### src/shared/sscx_pkg.sv
/*
  Constants and types shared by the state save/restore controller.
  Assumes a 32-bit APB register bus and a 64-bit save area port.
*/
package sscx_pkg;
  // Register byte offsets on the APB bus.
  localparam logic [7:0] SSCX_CMD_OFS     = 8'h00;
  localparam logic [7:0] SSCX_CTRL_OFS    = 8'h04;
  localparam logic [7:0] SSCX_FEN_LO_OFS  = 8'h08;
  localparam logic [7:0] SSCX_FEN_HI_OFS  = 8'h0C;
  localparam logic [7:0] SSCX_MSK_LO_OFS  = 8'h10;
  localparam logic [7:0] SSCX_MSK_HI_OFS  = 8'h14;
  localparam logic [7:0] SSCX_AREA_OFS    = 8'h18;
  localparam logic [7:0] SSCX_USE_LO_OFS  = 8'h1C;
  localparam logic [7:0] SSCX_USE_HI_OFS  = 8'h20;
  localparam logic [7:0] SSCX_CSR_OFS     = 8'h24;
  localparam logic [7:0] SSCX_CMSK_OFS    = 8'h28;
  localparam logic [7:0] SSCX_STAT_OFS    = 8'h2C;
  localparam logic [7:0] SSCX_REQUESTED_FEATURE_BITMAP_LO_OFS = 8'h30;
  localparam logic [7:0] SSCX_REQUESTED_FEATURE_BITMAP_HI_OFS = 8'h34;
  localparam logic [7:0] SSCX_CAP_OFS     = 8'h38;
  // Command and control field positions.
  localparam int SSCX_CMD_SAVE_BIT = 0;
  localparam int SSCX_CMD_RST_BIT  = 1;
  localparam int SSCX_OSEN_BIT     = 0;
  localparam int SSCX_AM_BIT       = 1;
  localparam int SSCX_AC_BIT       = 2;
  localparam int SSCX_TS_BIT       = 3;
  localparam int SSCX_CPL_LSB      = 4;
  localparam int SSCX_CAP_CMP_BIT  = 1;
  localparam logic [1:0] SSCX_CPL_USER = 2'h3;
  // Reset values.
  localparam logic [31:0] SSCX_CSR_RST  = 32'h0000_1F80;
  localparam logic [31:0] SSCX_CMSK_RST = 32'h0000_FFFF;
  // Save area layout in bytes from the area base.
  localparam logic [31:0] SSCX_HDR_OFS   = 32'h0000_0200;
  localparam logic [31:0] SSCX_LCSR_OFS  = 32'h0000_0018;
  localparam logic [5:0]  SSCX_ALIGN_MSK = 6'h3F;
  localparam int SSCX_HDR_WORDS = 8;
  localparam int SSCX_LAST_COMP = 62;
  localparam int SSCX_CMP_FLAG  = 63;
  // Fault codes, component operations and controller states.
  typedef enum logic [2:0] {
    SSCX_FLT_NONE, SSCX_FLT_UD, SSCX_FLT_NM, SSCX_FLT_GP, SSCX_FLT_AC
  } sscx_fault_t;
  typedef enum logic [1:0] {
    SSCX_OP_STORE, SSCX_OP_LOAD, SSCX_OP_INIT
  } sscx_op_t;
  typedef enum {
    SSCX_IDLE, SSCX_HDR_RD, SSCX_HDR_WR, SSCX_CHECK, SSCX_CSR_RD,
    SSCX_CSR_WR, SSCX_COMP, SSCX_DONE
  } sscx_state_t;
endpackage : sscx_pkg

### src/sscx_ctrl.sv
/*
  State save/restore controller: fault checks, header update, and the
  per-component store, load or initialise sequence, run from APB.
  Assumes one clock, a save area port that answers with mem_ready_i and a
  component datapath that answers with comp_ready_i, both on mclk_i.
*/
// Functional notes
// - Requested bitmap is feature enable AND the 64-bit instruction mask.
// - Save or restore with save enable clear gives invalid opcode fault.
// - Task switched flag set gives device unavailable fault.
// - Save area not 64-byte aligned gives general protection fault.
// - Mask enable, level 3 and check flag give alignment fault, not GP.
// - Save updates header state bits from in-use bits where requested.
// - In-use bit 1 covers vector registers only, not the SIMD control.
// - Save writes only the header state vector, never the compaction word.
// - Save stores every requested component, always in standard layout.
// - Save stores SIMD control and mask when requested bit 1 or 2 set.
// - Restore picks compacted form when compaction bit 63 is set.
// - Standard restore faults on unenabled state bits, bytes 23:8 nonzero.
// - Requested components initialise on state bit 0, load on bit 1.
// - Standard restore loads SIMD control on bit 1 or 2; faults if bad.
// - Compacted form faults on bad compaction, state bits or bytes 63:16.
// - Compacted restore with requested bit 1 set, state bit 1 clear sets SIMD control to 1F80.
// - Compacted restore initialises even when compaction bit is clear.
// - Compacted restore uses compacted layout for components 2 to 62.
// - Compacted form loads SIMD control only on requested, state bit 1.
// - No compaction support means standard form; capability bit 1 tells.
`timescale 1ns/10ps
module sscx_ctrl
  import sscx_pkg::*;
#(
  parameter bit CMP_SUPPORT = 1'b1          // Compacted restore present.
) (
  input  wire logic        mclk_i,          // Core clock, 250 MHz.
  input  wire logic        nrst_i,          // Async reset, active low.
  input  wire logic        psel_i,          // APB select.
  input  wire logic        penable_i,       // APB access phase.
  input  wire logic        pwrite_i,        // APB write.
  input  wire logic [7:0]  paddr_i,         // APB byte address.
  input  wire logic [31:0] pwdata_i,        // APB write data.
  output logic      [31:0] prdata_o,        // APB read data.
  output logic             pready_o,        // APB ready.
  output logic             pslverr_o,       // APB error, unmapped.
  output logic             mem_req_o,       // Save area request.
  output logic             mem_we_o,        // Save area write.
  output logic      [31:0] mem_addr_o,      // Save area byte address.
  output logic      [63:0] mem_wdata_o,     // Save area write data.
  input  wire logic        mem_ready_i,     // Save area answer.
  input  wire logic [63:0] mem_rdata_i,     // Save area read data.
  output logic             comp_req_o,      // Component request.
  output logic      [5:0]  comp_idx_o,      // Component index.
  output sscx_op_t         comp_op_o,       // Store, load or init.
  output logic             comp_compact_o,  // Compacted layout.
  input  wire logic        comp_ready_i     // Component answer.
);
  sscx_state_t state_q;
  sscx_fault_t fault_q;
  logic [31:0] ctrl_q, area_q, csr_q, cmsk_q, csr_new_q, addr_q;
  logic [63:0] fen_q, imask_q, use_q, requested_feature_bitmap_q, xsv_q, xcv_q;
  logic        save_q, done_q, hinz_q, mnz_q, w2nz_q, cmp_q, csr_upd_q;
  logic [2:0]  hcnt_q;
  logic [5:0]  idx_q;

  // APB decode; the slave never inserts wait states.
  wire apb_acc = psel_i & penable_i;
  wire apb_wr  = apb_acc & pwrite_i;
  wire idle    = (state_q == SSCX_IDLE);
  wire start   = apb_wr & idle & (paddr_i == SSCX_CMD_OFS) &
                 (pwdata_i[SSCX_CMD_SAVE_BIT] | pwdata_i[SSCX_CMD_RST_BIT]);
  wire start_sv = pwdata_i[SSCX_CMD_SAVE_BIT];
  wire [63:0] requested_feature_bitmap_w = fen_q & imask_q;
  wire os_en   = ctrl_q[SSCX_OSEN_BIT];
  wire ts_flag = ctrl_q[SSCX_TS_BIT];
  wire misal   = (area_q[5:0] & SSCX_ALIGN_MSK) != 6'h00;
  wire ac_cond = ctrl_q[SSCX_AM_BIT] & ctrl_q[SSCX_AC_BIT] &
                 (ctrl_q[SSCX_CPL_LSB +: 2] == SSCX_CPL_USER);
  // Common fault priority: invalid opcode, then device, then alignment.
  wire sscx_fault_t start_flt =
    !os_en  ? SSCX_FLT_UD :
    ts_flag ? SSCX_FLT_NM :
    misal   ? (ac_cond ? SSCX_FLT_AC :
               SSCX_FLT_GP) :
              SSCX_FLT_NONE;

  // Save header: unrequested bits kept, requested bits from in-use bits.
  // In-use bit 1 is software's view of the vector registers alone.
  wire [63:0] xsv_new = (xsv_q & ~requested_feature_bitmap_q) | (use_q & requested_feature_bitmap_q);
  // Restore header checks. The standard form looks at bytes 23:8 alone and
  // tolerates reserved words above them; the compacted form rejects nonzero bytes 63:16.
  wire std_bad = ((xsv_q & ~fen_q) != 64'h0) | mnz_q | w2nz_q;
  wire cmp_bad = ((xcv_q[62:0] & ~fen_q[62:0]) != 63'h0) |
                 ((xsv_q & ~xcv_q) != 64'h0) | hinz_q;
  wire cmp_form = CMP_SUPPORT & xcv_q[SSCX_CMP_FLAG];
  wire csr_save = requested_feature_bitmap_q[1] | requested_feature_bitmap_q[2];
  wire csr_ld   = cmp_q ? (requested_feature_bitmap_q[1] & xsv_q[1]) :
                          (requested_feature_bitmap_q[1] | requested_feature_bitmap_q[2]);
  wire csr_ini  = cmp_q & requested_feature_bitmap_q[1] & ~xsv_q[1];
  wire csr_bad  = (mem_rdata_i[31:0] & ~cmsk_q) != 32'h0;
  wire last_idx = (idx_q == 6'(SSCX_LAST_COMP));
  wire [31:0] hdr_base = area_q + SSCX_HDR_OFS;

  // Register file writes; the restore commits the SIMD control at the end.
  always_ff @(posedge mclk_i or negedge nrst_i) begin
    if (!nrst_i) begin
      ctrl_q  <= 32'h0000_0000;
      area_q  <= 32'h0000_0000;
      fen_q   <= 64'h0000_0000_0000_0000;
      imask_q <= 64'h0000_0000_0000_0000;
      use_q   <= 64'h0000_0000_0000_0000;
      csr_q   <= SSCX_CSR_RST;
      cmsk_q  <= SSCX_CMSK_RST;
    end else if (state_q == SSCX_DONE && csr_upd_q) begin
      csr_q <= csr_new_q;
    end else if (apb_wr && idle) begin
      case (paddr_i)
        SSCX_CTRL_OFS:   ctrl_q         <= pwdata_i;
        SSCX_AREA_OFS:   area_q         <= pwdata_i;
        SSCX_FEN_LO_OFS: fen_q[31:0]    <= pwdata_i;
        SSCX_FEN_HI_OFS: fen_q[63:32]   <= pwdata_i;
        SSCX_MSK_LO_OFS: imask_q[31:0]  <= pwdata_i;
        SSCX_MSK_HI_OFS: imask_q[63:32] <= pwdata_i;
        SSCX_USE_LO_OFS: use_q[31:0]    <= pwdata_i;
        SSCX_USE_HI_OFS: use_q[63:32]   <= pwdata_i;
        SSCX_CSR_OFS:    csr_q          <= pwdata_i;
        SSCX_CMSK_OFS:   cmsk_q         <= pwdata_i;
        default: ;
      endcase
    end
  end

  // Read mux; unmapped offsets read zero and flag an error.
  wire [31:0] stat_w = {24'h0, 1'b0, cmp_q, done_q, ~idle, 1'b0, fault_q};
  wire [31:0] cap_w  = 32'(CMP_SUPPORT) << SSCX_CAP_CMP_BIT;
  wire mapped = (paddr_i <= SSCX_CAP_OFS) && (paddr_i[1:0] == 2'b00);
  always_comb begin
    case (paddr_i)
      SSCX_CTRL_OFS:    prdata_o = ctrl_q;
      SSCX_AREA_OFS:    prdata_o = area_q;
      SSCX_FEN_LO_OFS:  prdata_o = fen_q[31:0];
      SSCX_FEN_HI_OFS:  prdata_o = fen_q[63:32];
      SSCX_MSK_LO_OFS:  prdata_o = imask_q[31:0];
      SSCX_MSK_HI_OFS:  prdata_o = imask_q[63:32];
      SSCX_USE_LO_OFS:  prdata_o = use_q[31:0];
      SSCX_USE_HI_OFS:  prdata_o = use_q[63:32];
      SSCX_CSR_OFS:     prdata_o = csr_q;
      SSCX_CMSK_OFS:    prdata_o = cmsk_q;
      SSCX_STAT_OFS:    prdata_o = stat_w;
      SSCX_REQUESTED_FEATURE_BITMAP_LO_OFS: prdata_o = requested_feature_bitmap_q[31:0];
      SSCX_REQUESTED_FEATURE_BITMAP_HI_OFS: prdata_o = requested_feature_bitmap_q[63:32];
      SSCX_CAP_OFS:     prdata_o = cap_w;
      default:          prdata_o = 32'h0000_0000;
    endcase
  end
  assign pready_o  = 1'b1;
  assign pslverr_o = apb_acc & ~mapped;

  // Memory and component requests are decoded from the state. A skipped
  // control load raises no request, so the area never sees a dropped read.
  assign mem_req_o = (state_q == SSCX_HDR_RD) | (state_q == SSCX_HDR_WR) |
                     ((state_q == SSCX_CSR_RD) & csr_ld) |
                     (state_q == SSCX_CSR_WR);
  assign mem_we_o  = (state_q == SSCX_HDR_WR) |
                     (state_q == SSCX_CSR_WR);
  assign comp_req_o = (state_q == SSCX_COMP) & requested_feature_bitmap_q[idx_q];
  assign comp_idx_o = idx_q;
  assign comp_op_o  = save_q ? SSCX_OP_STORE :
                      (xsv_q[idx_q] ? SSCX_OP_LOAD :
                                      SSCX_OP_INIT);
  assign comp_compact_o = ~save_q & cmp_q & (idx_q >= 6'd2);

  // Sequencer. Every fault is decided before the first write, so a
  // faulting instruction leaves memory and the SIMD control untouched.
  always_ff @(posedge mclk_i or negedge nrst_i) begin
    if (!nrst_i) begin
      state_q <= SSCX_IDLE;
      fault_q <= SSCX_FLT_NONE;
      {save_q, done_q, hinz_q, mnz_q, w2nz_q, cmp_q, csr_upd_q} <= 7'h00;
      requested_feature_bitmap_q  <= 64'h0000_0000_0000_0000;
      xsv_q   <= 64'h0000_0000_0000_0000;
      xcv_q   <= 64'h0000_0000_0000_0000;
      addr_q  <= 32'h0000_0000;
      csr_new_q <= SSCX_CSR_RST;
      mem_addr_o  <= 32'h0000_0000;
      mem_wdata_o <= 64'h0000_0000_0000_0000;
      hcnt_q  <= 3'h0;
      idx_q   <= 6'h00;
    end else begin
      case (state_q)
        SSCX_IDLE: if (start) begin
          save_q  <= start_sv;
          requested_feature_bitmap_q  <= requested_feature_bitmap_w;
          fault_q <= start_flt;
          done_q  <= 1'b0;
          {hinz_q, mnz_q, w2nz_q, cmp_q, csr_upd_q} <= 5'h00;
          xcv_q   <= 64'h0000_0000_0000_0000;
          hcnt_q  <= 3'h0;
          idx_q   <= 6'h00;
          mem_addr_o <= hdr_base;
          state_q <= (start_flt == SSCX_FLT_NONE) ? SSCX_HDR_RD :
                                                    SSCX_DONE;
        end
        SSCX_HDR_RD: if (mem_ready_i) begin
          case (hcnt_q)
            3'h0: xsv_q <= mem_rdata_i;
            3'h1: begin
              xcv_q <= mem_rdata_i;
              mnz_q <= mem_rdata_i != 64'h0;
            end
            3'h2: begin
              w2nz_q <= mem_rdata_i != 64'h0;
              hinz_q <= hinz_q | (mem_rdata_i != 64'h0);
            end
            default: hinz_q <= hinz_q | (mem_rdata_i != 64'h0);
          endcase
          hcnt_q <= hcnt_q + 3'h1;
          mem_addr_o <= mem_addr_o + 32'h0000_0008;
          if (save_q) begin
            mem_addr_o <= hdr_base;
            mem_wdata_o <= (mem_rdata_i & ~requested_feature_bitmap_q) | (use_q & requested_feature_bitmap_q);
            state_q <= SSCX_HDR_WR;
          end else if (hcnt_q == 3'(SSCX_HDR_WORDS - 1)) begin
            state_q <= SSCX_CHECK;
          end
        end
        SSCX_HDR_WR: if (mem_ready_i) begin
          mem_addr_o  <= area_q + SSCX_LCSR_OFS;
          mem_wdata_o <= {cmsk_q, csr_q};
          state_q <= csr_save ? SSCX_CSR_WR : SSCX_COMP;
        end
        SSCX_CHECK: begin
          cmp_q <= cmp_form;
          mem_addr_o <= area_q + SSCX_LCSR_OFS;
          if (cmp_form ? cmp_bad : std_bad) begin
            fault_q <= SSCX_FLT_GP;
            state_q <= SSCX_DONE;
          end else begin
            state_q <= SSCX_CSR_RD;
          end
        end
        SSCX_CSR_RD: if (!csr_ld) begin
          csr_upd_q <= csr_ini;
          csr_new_q <= SSCX_CSR_RST;
          state_q <= SSCX_COMP;
        end else if (mem_ready_i) begin
          csr_upd_q <= ~csr_bad;
          csr_new_q <= mem_rdata_i[31:0];
          if (csr_bad) begin
            fault_q <= SSCX_FLT_GP;
            state_q <= SSCX_DONE;
          end else begin
            state_q <= SSCX_COMP;
          end
        end
        SSCX_CSR_WR: if (mem_ready_i) begin
          state_q <= SSCX_COMP;
        end
        SSCX_COMP: if (!requested_feature_bitmap_q[idx_q] || comp_ready_i) begin
          idx_q <= idx_q + 6'h01;
          if (last_idx) begin
            state_q <= SSCX_DONE;
          end
        end
        SSCX_DONE: begin
          done_q  <= 1'b1;
          csr_upd_q <= 1'b0;
          state_q <= SSCX_IDLE;
        end
        default: state_q <= SSCX_IDLE;
      endcase
    end
  end

  // The restore in the last case never reads the state during save, so
  // xsv_new is only a check on the written header.
  property p_requested_feature_bitmap;
    @(posedge mclk_i) disable iff (!nrst_i)
      start |=> requested_feature_bitmap_q == $past(fen_q & imask_q);
  endproperty
  a_requested_feature_bitmap: assert property (p_requested_feature_bitmap) else $error("bad bitmap");
  property p_ud;
    @(posedge mclk_i) disable iff (!nrst_i)
      start && !os_en |=> fault_q == SSCX_FLT_UD && state_q == SSCX_DONE
        ##1 done_q && !mem_req_o;
  endproperty
  a_ud: assert property (p_ud) else $error("no invalid opcode");
  property p_nm;
    @(posedge mclk_i) disable iff (!nrst_i)
      start && os_en && ts_flag |=> fault_q == SSCX_FLT_NM;
  endproperty
  a_nm: assert property (p_nm) else $error("no device fault");
  property p_gp;
    @(posedge mclk_i) disable iff (!nrst_i)
      start && os_en && !ts_flag && misal |=>
        fault_q == ($past(ac_cond) ? SSCX_FLT_AC : SSCX_FLT_GP);
  endproperty
  a_gp: assert property (p_gp) else $error("no alignment fault");
  property p_hdr;
    @(posedge mclk_i) disable iff (!nrst_i)
      state_q == SSCX_HDR_WR |-> mem_wdata_o == xsv_new &&
        mem_addr_o == hdr_base;
  endproperty
  a_hdr: assert property (p_hdr) else $error("bad header");
  property p_wr;
    @(posedge mclk_i) disable iff (!nrst_i)
      mem_req_o && mem_we_o |-> save_q && fault_q == SSCX_FLT_NONE &&
        (mem_addr_o == hdr_base || mem_addr_o == area_q + SSCX_LCSR_OFS);
  endproperty
  a_wr: assert property (p_wr) else $error("stray write");
  property p_csrw;
    @(posedge mclk_i) disable iff (!nrst_i)
      $rose(state_q == SSCX_COMP) && save_q |->
        $past(state_q == SSCX_CSR_WR) == csr_save;
  endproperty
  a_csrw: assert property (p_csrw) else $error("control not saved");
  property p_op;
    @(posedge mclk_i) disable iff (!nrst_i)
      comp_req_o |-> requested_feature_bitmap_q[idx_q] && comp_op_o == (save_q ? SSCX_OP_STORE :
        xsv_q[idx_q] ? SSCX_OP_LOAD : SSCX_OP_INIT);
  endproperty
  a_op: assert property (p_op) else $error("bad component op");
  property p_ini;
    @(posedge mclk_i) disable iff (!nrst_i)
      state_q == SSCX_DONE && fault_q == SSCX_FLT_NONE && !save_q &&
        cmp_q && requested_feature_bitmap_q[1] && !xsv_q[1] |=> csr_q == SSCX_CSR_RST;
  endproperty
  a_ini: assert property (p_ini) else $error("control not reset");
  property p_hflt;
    @(posedge mclk_i) disable iff (!nrst_i)
      state_q == SSCX_CHECK && !xcv_q[SSCX_CMP_FLAG] &&
        ((xsv_q & ~fen_q) != 64'h0 || xcv_q != 64'h0) |=>
        fault_q == SSCX_FLT_GP && state_q == SSCX_DONE ##1 $stable(csr_q);
  endproperty
  a_hflt: assert property (p_hflt) else $error("header not refused");
  property p_csrld;
    @(posedge mclk_i) disable iff (!nrst_i)
      state_q == SSCX_CSR_RD && !cmp_q && (requested_feature_bitmap_q[1] || requested_feature_bitmap_q[2]) |->
        mem_req_o && !mem_we_o && mem_addr_o == area_q + SSCX_LCSR_OFS;
  endproperty
  a_csrld: assert property (p_csrld) else $error("no control read");
  property p_csrkp;
    @(posedge mclk_i) disable iff (!nrst_i)
      state_q == SSCX_DONE && !save_q && cmp_q && !requested_feature_bitmap_q[1] |=>
        $stable(csr_q);
  endproperty
  a_csrkp: assert property (p_csrkp) else $error("control changed");
endmodule : sscx_ctrl

### config.mk
export PLATFORM = sky130hd
export DESIGN_NAME = sscx_ctrl
export DESIGN_NICKNAME = d
export VERILOG_FILES = /design/src/shared/sscx_pkg.sv /design/src/sscx_ctrl.sv
export SDC_FILE = /design/constraint.sdc
export NUM_CORES = 2
export LEC_CHECK = 0
export BUFFER_PORTS_ARGS = -buffer_cell sky130_fd_sc_hd__buf_4
export CAP_MARGIN = 20
export CORE_MARGIN = 2
export CORE_UTILIZATION = 50
export DETAILED_ROUTE_END_ITERATION = 8
export GPL_TIMING_DRIVEN = 0
export PLACE_DENSITY_LB_ADDON = 0.12
export REMOVE_ABC_BUFFERS = 1
export SETUP_SLACK_MARGIN = 0.3
export SLEW_MARGIN = 20
export SYNTH_ARGS = -nofsm -noshare
export SYNTH_HDL_FRONTEND = slang
export SYNTH_SLANG_ARGS = --single-unit
### constraint.sdc
create_clock -name mclk_i -period 3.98 [get_ports mclk_i]
set_input_delay 0.398 -clock mclk_i [delete_from_list [all_inputs] [get_ports mclk_i]]
set_output_delay 0.398 -clock mclk_i [all_outputs]
set_load 0.01 [all_outputs]
==> results.json <==
{
  "wirelength_um": 146000,
  "ys_seq_elements": 662,
  "cts-root-buf": "clkbuf_16",
  "worst_pin_slew_ns": 1.15,
  "reg2reg_to": "imask_q[25]$_DFFE_PN0P_",
  "vias": 29700,
  "syn_area_um2": 33400,
  "synth_top_family_by_area": "multiplexers",
  "max-slew-margin-rel": 0.229,
  "worstHoldStart": "mem_rdata_i[62]",
  "cts_buffers": 76,
  "max_clock_freq_ghz": 0.266,
  "syn2layout_area_growth_pct": 20.4,
  "drc": 0,
  "setup_tns_ns": 0,
  "required_ns": 3.58,
  "gp_congestion": 0.987,
  "viasPerCell": 6.73,
  "most-common-layout-cells": "629 x dfrtp_1, 421 x nand2_1, 338 x mux2_2, 313 x buf_4, 205 x o21ai_0",
  "status": "finished, final reports clean",
  "critPathKind": "reg -> out",
  "dp.cells": 4242,
  "top_usage_layer": "met2",
  "insertion_delay_ns": 0.65,
  "start_kind": "flip-flop",
  "ys_types": 77,
  "period_minus_slack_ns": 3.76,
  "rrSetupSlack_ns": 0.29,
  "grt_start_max_net_pins": 94,
  "reg2reg_depth": 8,
  "drive_gt1_frac": 0.273,
  "clk_pin_slew_ns": 0.06,
  "vdd.ir_drop.worst_mv": 0.425,
  "drtIter0Drc": 4114,
  "critPathMaxFanout": 33,
  "met2_usage": 0.626,
  "antenna_found_initial": 9,
  "synth-compound-area-share": 0.144,
  "synth-simple-area-share": 0.140,
  "fp-row-count": 94,
  "synthFlopType": "dfrtp_1",
  "setup_violations": 0,
  "routedWlPerCell_um": 33.1,
  "skew_ns": 0.0152,
  "ys_warn_count": 0,
  "async_flop_share": 1.00,
  "io_buffers": 251,
  "setup.worst_path.start": "comp_idx_o[1]$_DFFE_PN0P_",
  "cts-htree-levels": 3,
  "grt_pass1_wl_um": 210000,
  "maxCapViolations": 0,
  "worstPathArrival_ns": 3.37,
  "ys_seq_area_frac": 0.497,
  "dr.pass1.iters": 9,
  "nets": 3601,
  "p_leak_nw": 18.6,
  "hold_viol": 0,
  "core_area_um2": 66000,
  "start_util": 0.506,
  "synth-edff-count": 0,
  "r2r-start": "state_q[2]$_DFFE_PN0P_",
  "ioPinCount": 253,
  "worstSetupEndpoint": "comp_op_o[0]",
  "die_area_um2": 68800,
  "grt_util_met3": 0.113,
  "rsz0062_at_grt": "true",
  "stdcell_count": 4406,
  "ant_nets": 0,
  "hold_ws_ns": 0.0349,
  "hp-class": "in -> reg",
  "die_y_um": 262,
  "postSynthCellCount": 3231,
  "muxShareOfSynthArea": 0.169,
  "power_density_nw_per_um2": 553,
  "crit_path_end_kind": "output port",
  "hpwlAfterDp_um": 110000,
  "clock_path_buffers": 3,
  "finalCritPeriodShare": 0.946,
  "slew_violations": 0,
  "final_common_cell": "dfrtp_1",
  "synth_xor_xnor_area_share": 0.00420,
  "grt_pass1_vias": 28800,
  "grt_usage": 0.420,
  "synthAdderAreaFrac": 0.00375,
  "cts_sinks": 662,
  "syn_area_per_cell_um2": 10.3,
  "grt_overflow_total": 0,
  "use_met1": 0.571,
  "die_w_um": 262,
  "tritoncts": "done"
}
## critical path: stages (launching register included)
cell and delay (ns):
dfrtp_4 0.52, buf_16 0.28, mux4_2 0.46, mux4_2 0.57, mux4_2 0.57, nor2b_4 0.16, buf_6 0.14
## area by class of cell
type                            count  area, um2
Inverter                          118        443
Timing Repair Buffer              399       3850
Sequential cell                   662      16600
Antenna cell                        1       2.50
Multi-Input combinational cell   2223      15700
Clock buffer                      116       2220
Fill cell                        5447      25800
Clock inverter                     23        297
Tap cell                          864       1080
## metal layers
layer | up-vias | share of wire
met4 | 12 | 0.055
met3 | 455 | 0.11
met2 | 1989 | 0.44
met1 | 15000 | 0.40
met5 | - | 0.00051
li1 | 12300 | -
## kinds of logic (layout without fill, tap and decap cells)
| group | Yosys count | in the layout |
|---|---|---|
| fa+ha+maj | 10 | 10 |
| buf+inv | 347 | 656 |
| xor+xnor | 16 | 16 |
| compound gates | 717 | 717 |
| flops | 662 | 662 |
| mux | 482 | 482 |
| other cells | 1 | 2 |
| simple gates | 996 | 997 |
## power by group
part | total [mW] | internal, mW | switching, mW
Clock | 7.18 | 4.15 | 3.03
Sequential | 8.77 | 7.65 | 1.12
Combinational | 6.27 | 2.58 | 3.68
Total | 22.2 | 14.4 | 7.84
## through the flow
stage	cell area [um2]	total power [mW]	util	setup WS, ns
after CTS	40100	22.0	0.607	0.256
after floorplan	32400	11.5	-	-4.61
final	40200	22.2	0.609	0.215
after global placement	35400	14.4	0.536	-11.93
after global routing	40200	23.0	0.609	0.230
after detailed placement	37300	14.7	0.565	-0.361
## repair_timing
action,in CTS,in global routing
endpoints found under the setup margin,127,27
hold buffers,1,0
hold endpoints to repair,44,0
cloned,3,1
buffers inserted,11,8
resized for setup,14,5
pin swaps,2,5
## state kept, by name, summed over array words and instances, names as in the netlist, 3 cells and up
name                        flops
fen_q                          64
use_q                          64
requested_feature_bitmap_q     64
mem_addr_o                     32
state_q                         3
hcnt_q                          3
imask_q                        64
ctrl_q                         32
xcv_q                          64
area_q                         32
csr_q                          32
mem_wdata_o                    64
comp_idx_o                      6
xsv_q                          64
csr_new_q                      32
cmsk_q                         32
fault_q                         3
## how the worst min path moves through the flow
stage                                to  cells past startpoint
2_1_floorplan     area_q[0]$_DFFE_PN0P_                      0
3_3_place_gp   csr_new_q[0]$_DFFE_PN0P_                      2
3_5_place_dp      ctrl_q[6]$_DFFE_PN0P_                      1
4_1_cts           xcv_q[62]$_DFFE_PN0P_                      3
5_1_grt           xcv_q[62]$_DFFE_PN0P_                      3
6_report          xcv_q[62]$_DFFE_PN0P_                      3
## cell usage after synthesis, types with 32 or more instances
library cell | count | area [um2]
o21ai_0 | 205 | 1030
inv_1 | 118 | 443
a22o_1 | 43 | 377
o22ai_1 | 35 | 219
dfrtp_1 | 634 | 15900
a221oi_1 | 57 | 499
mux2i_1 | 111 | 1110
nor4_1 | 41 | 257
nand3_1 | 124 | 621
a222oi_1 | 59 | 591
a22oi_1 | 36 | 270
nand2b_1 | 119 | 744
clkbuf_1 | 155 | 582
o2111ai_1 | 37 | 324
a21oi_1 | 160 | 801
mux4_2 | 32 | 721
nand2_1 | 423 | 1590
nor2_1 | 163 | 612
mux2_2 | 338 | 3810
buf_2 | 34 | 170
Note: power is estimated with default switching activity, not from simulation.
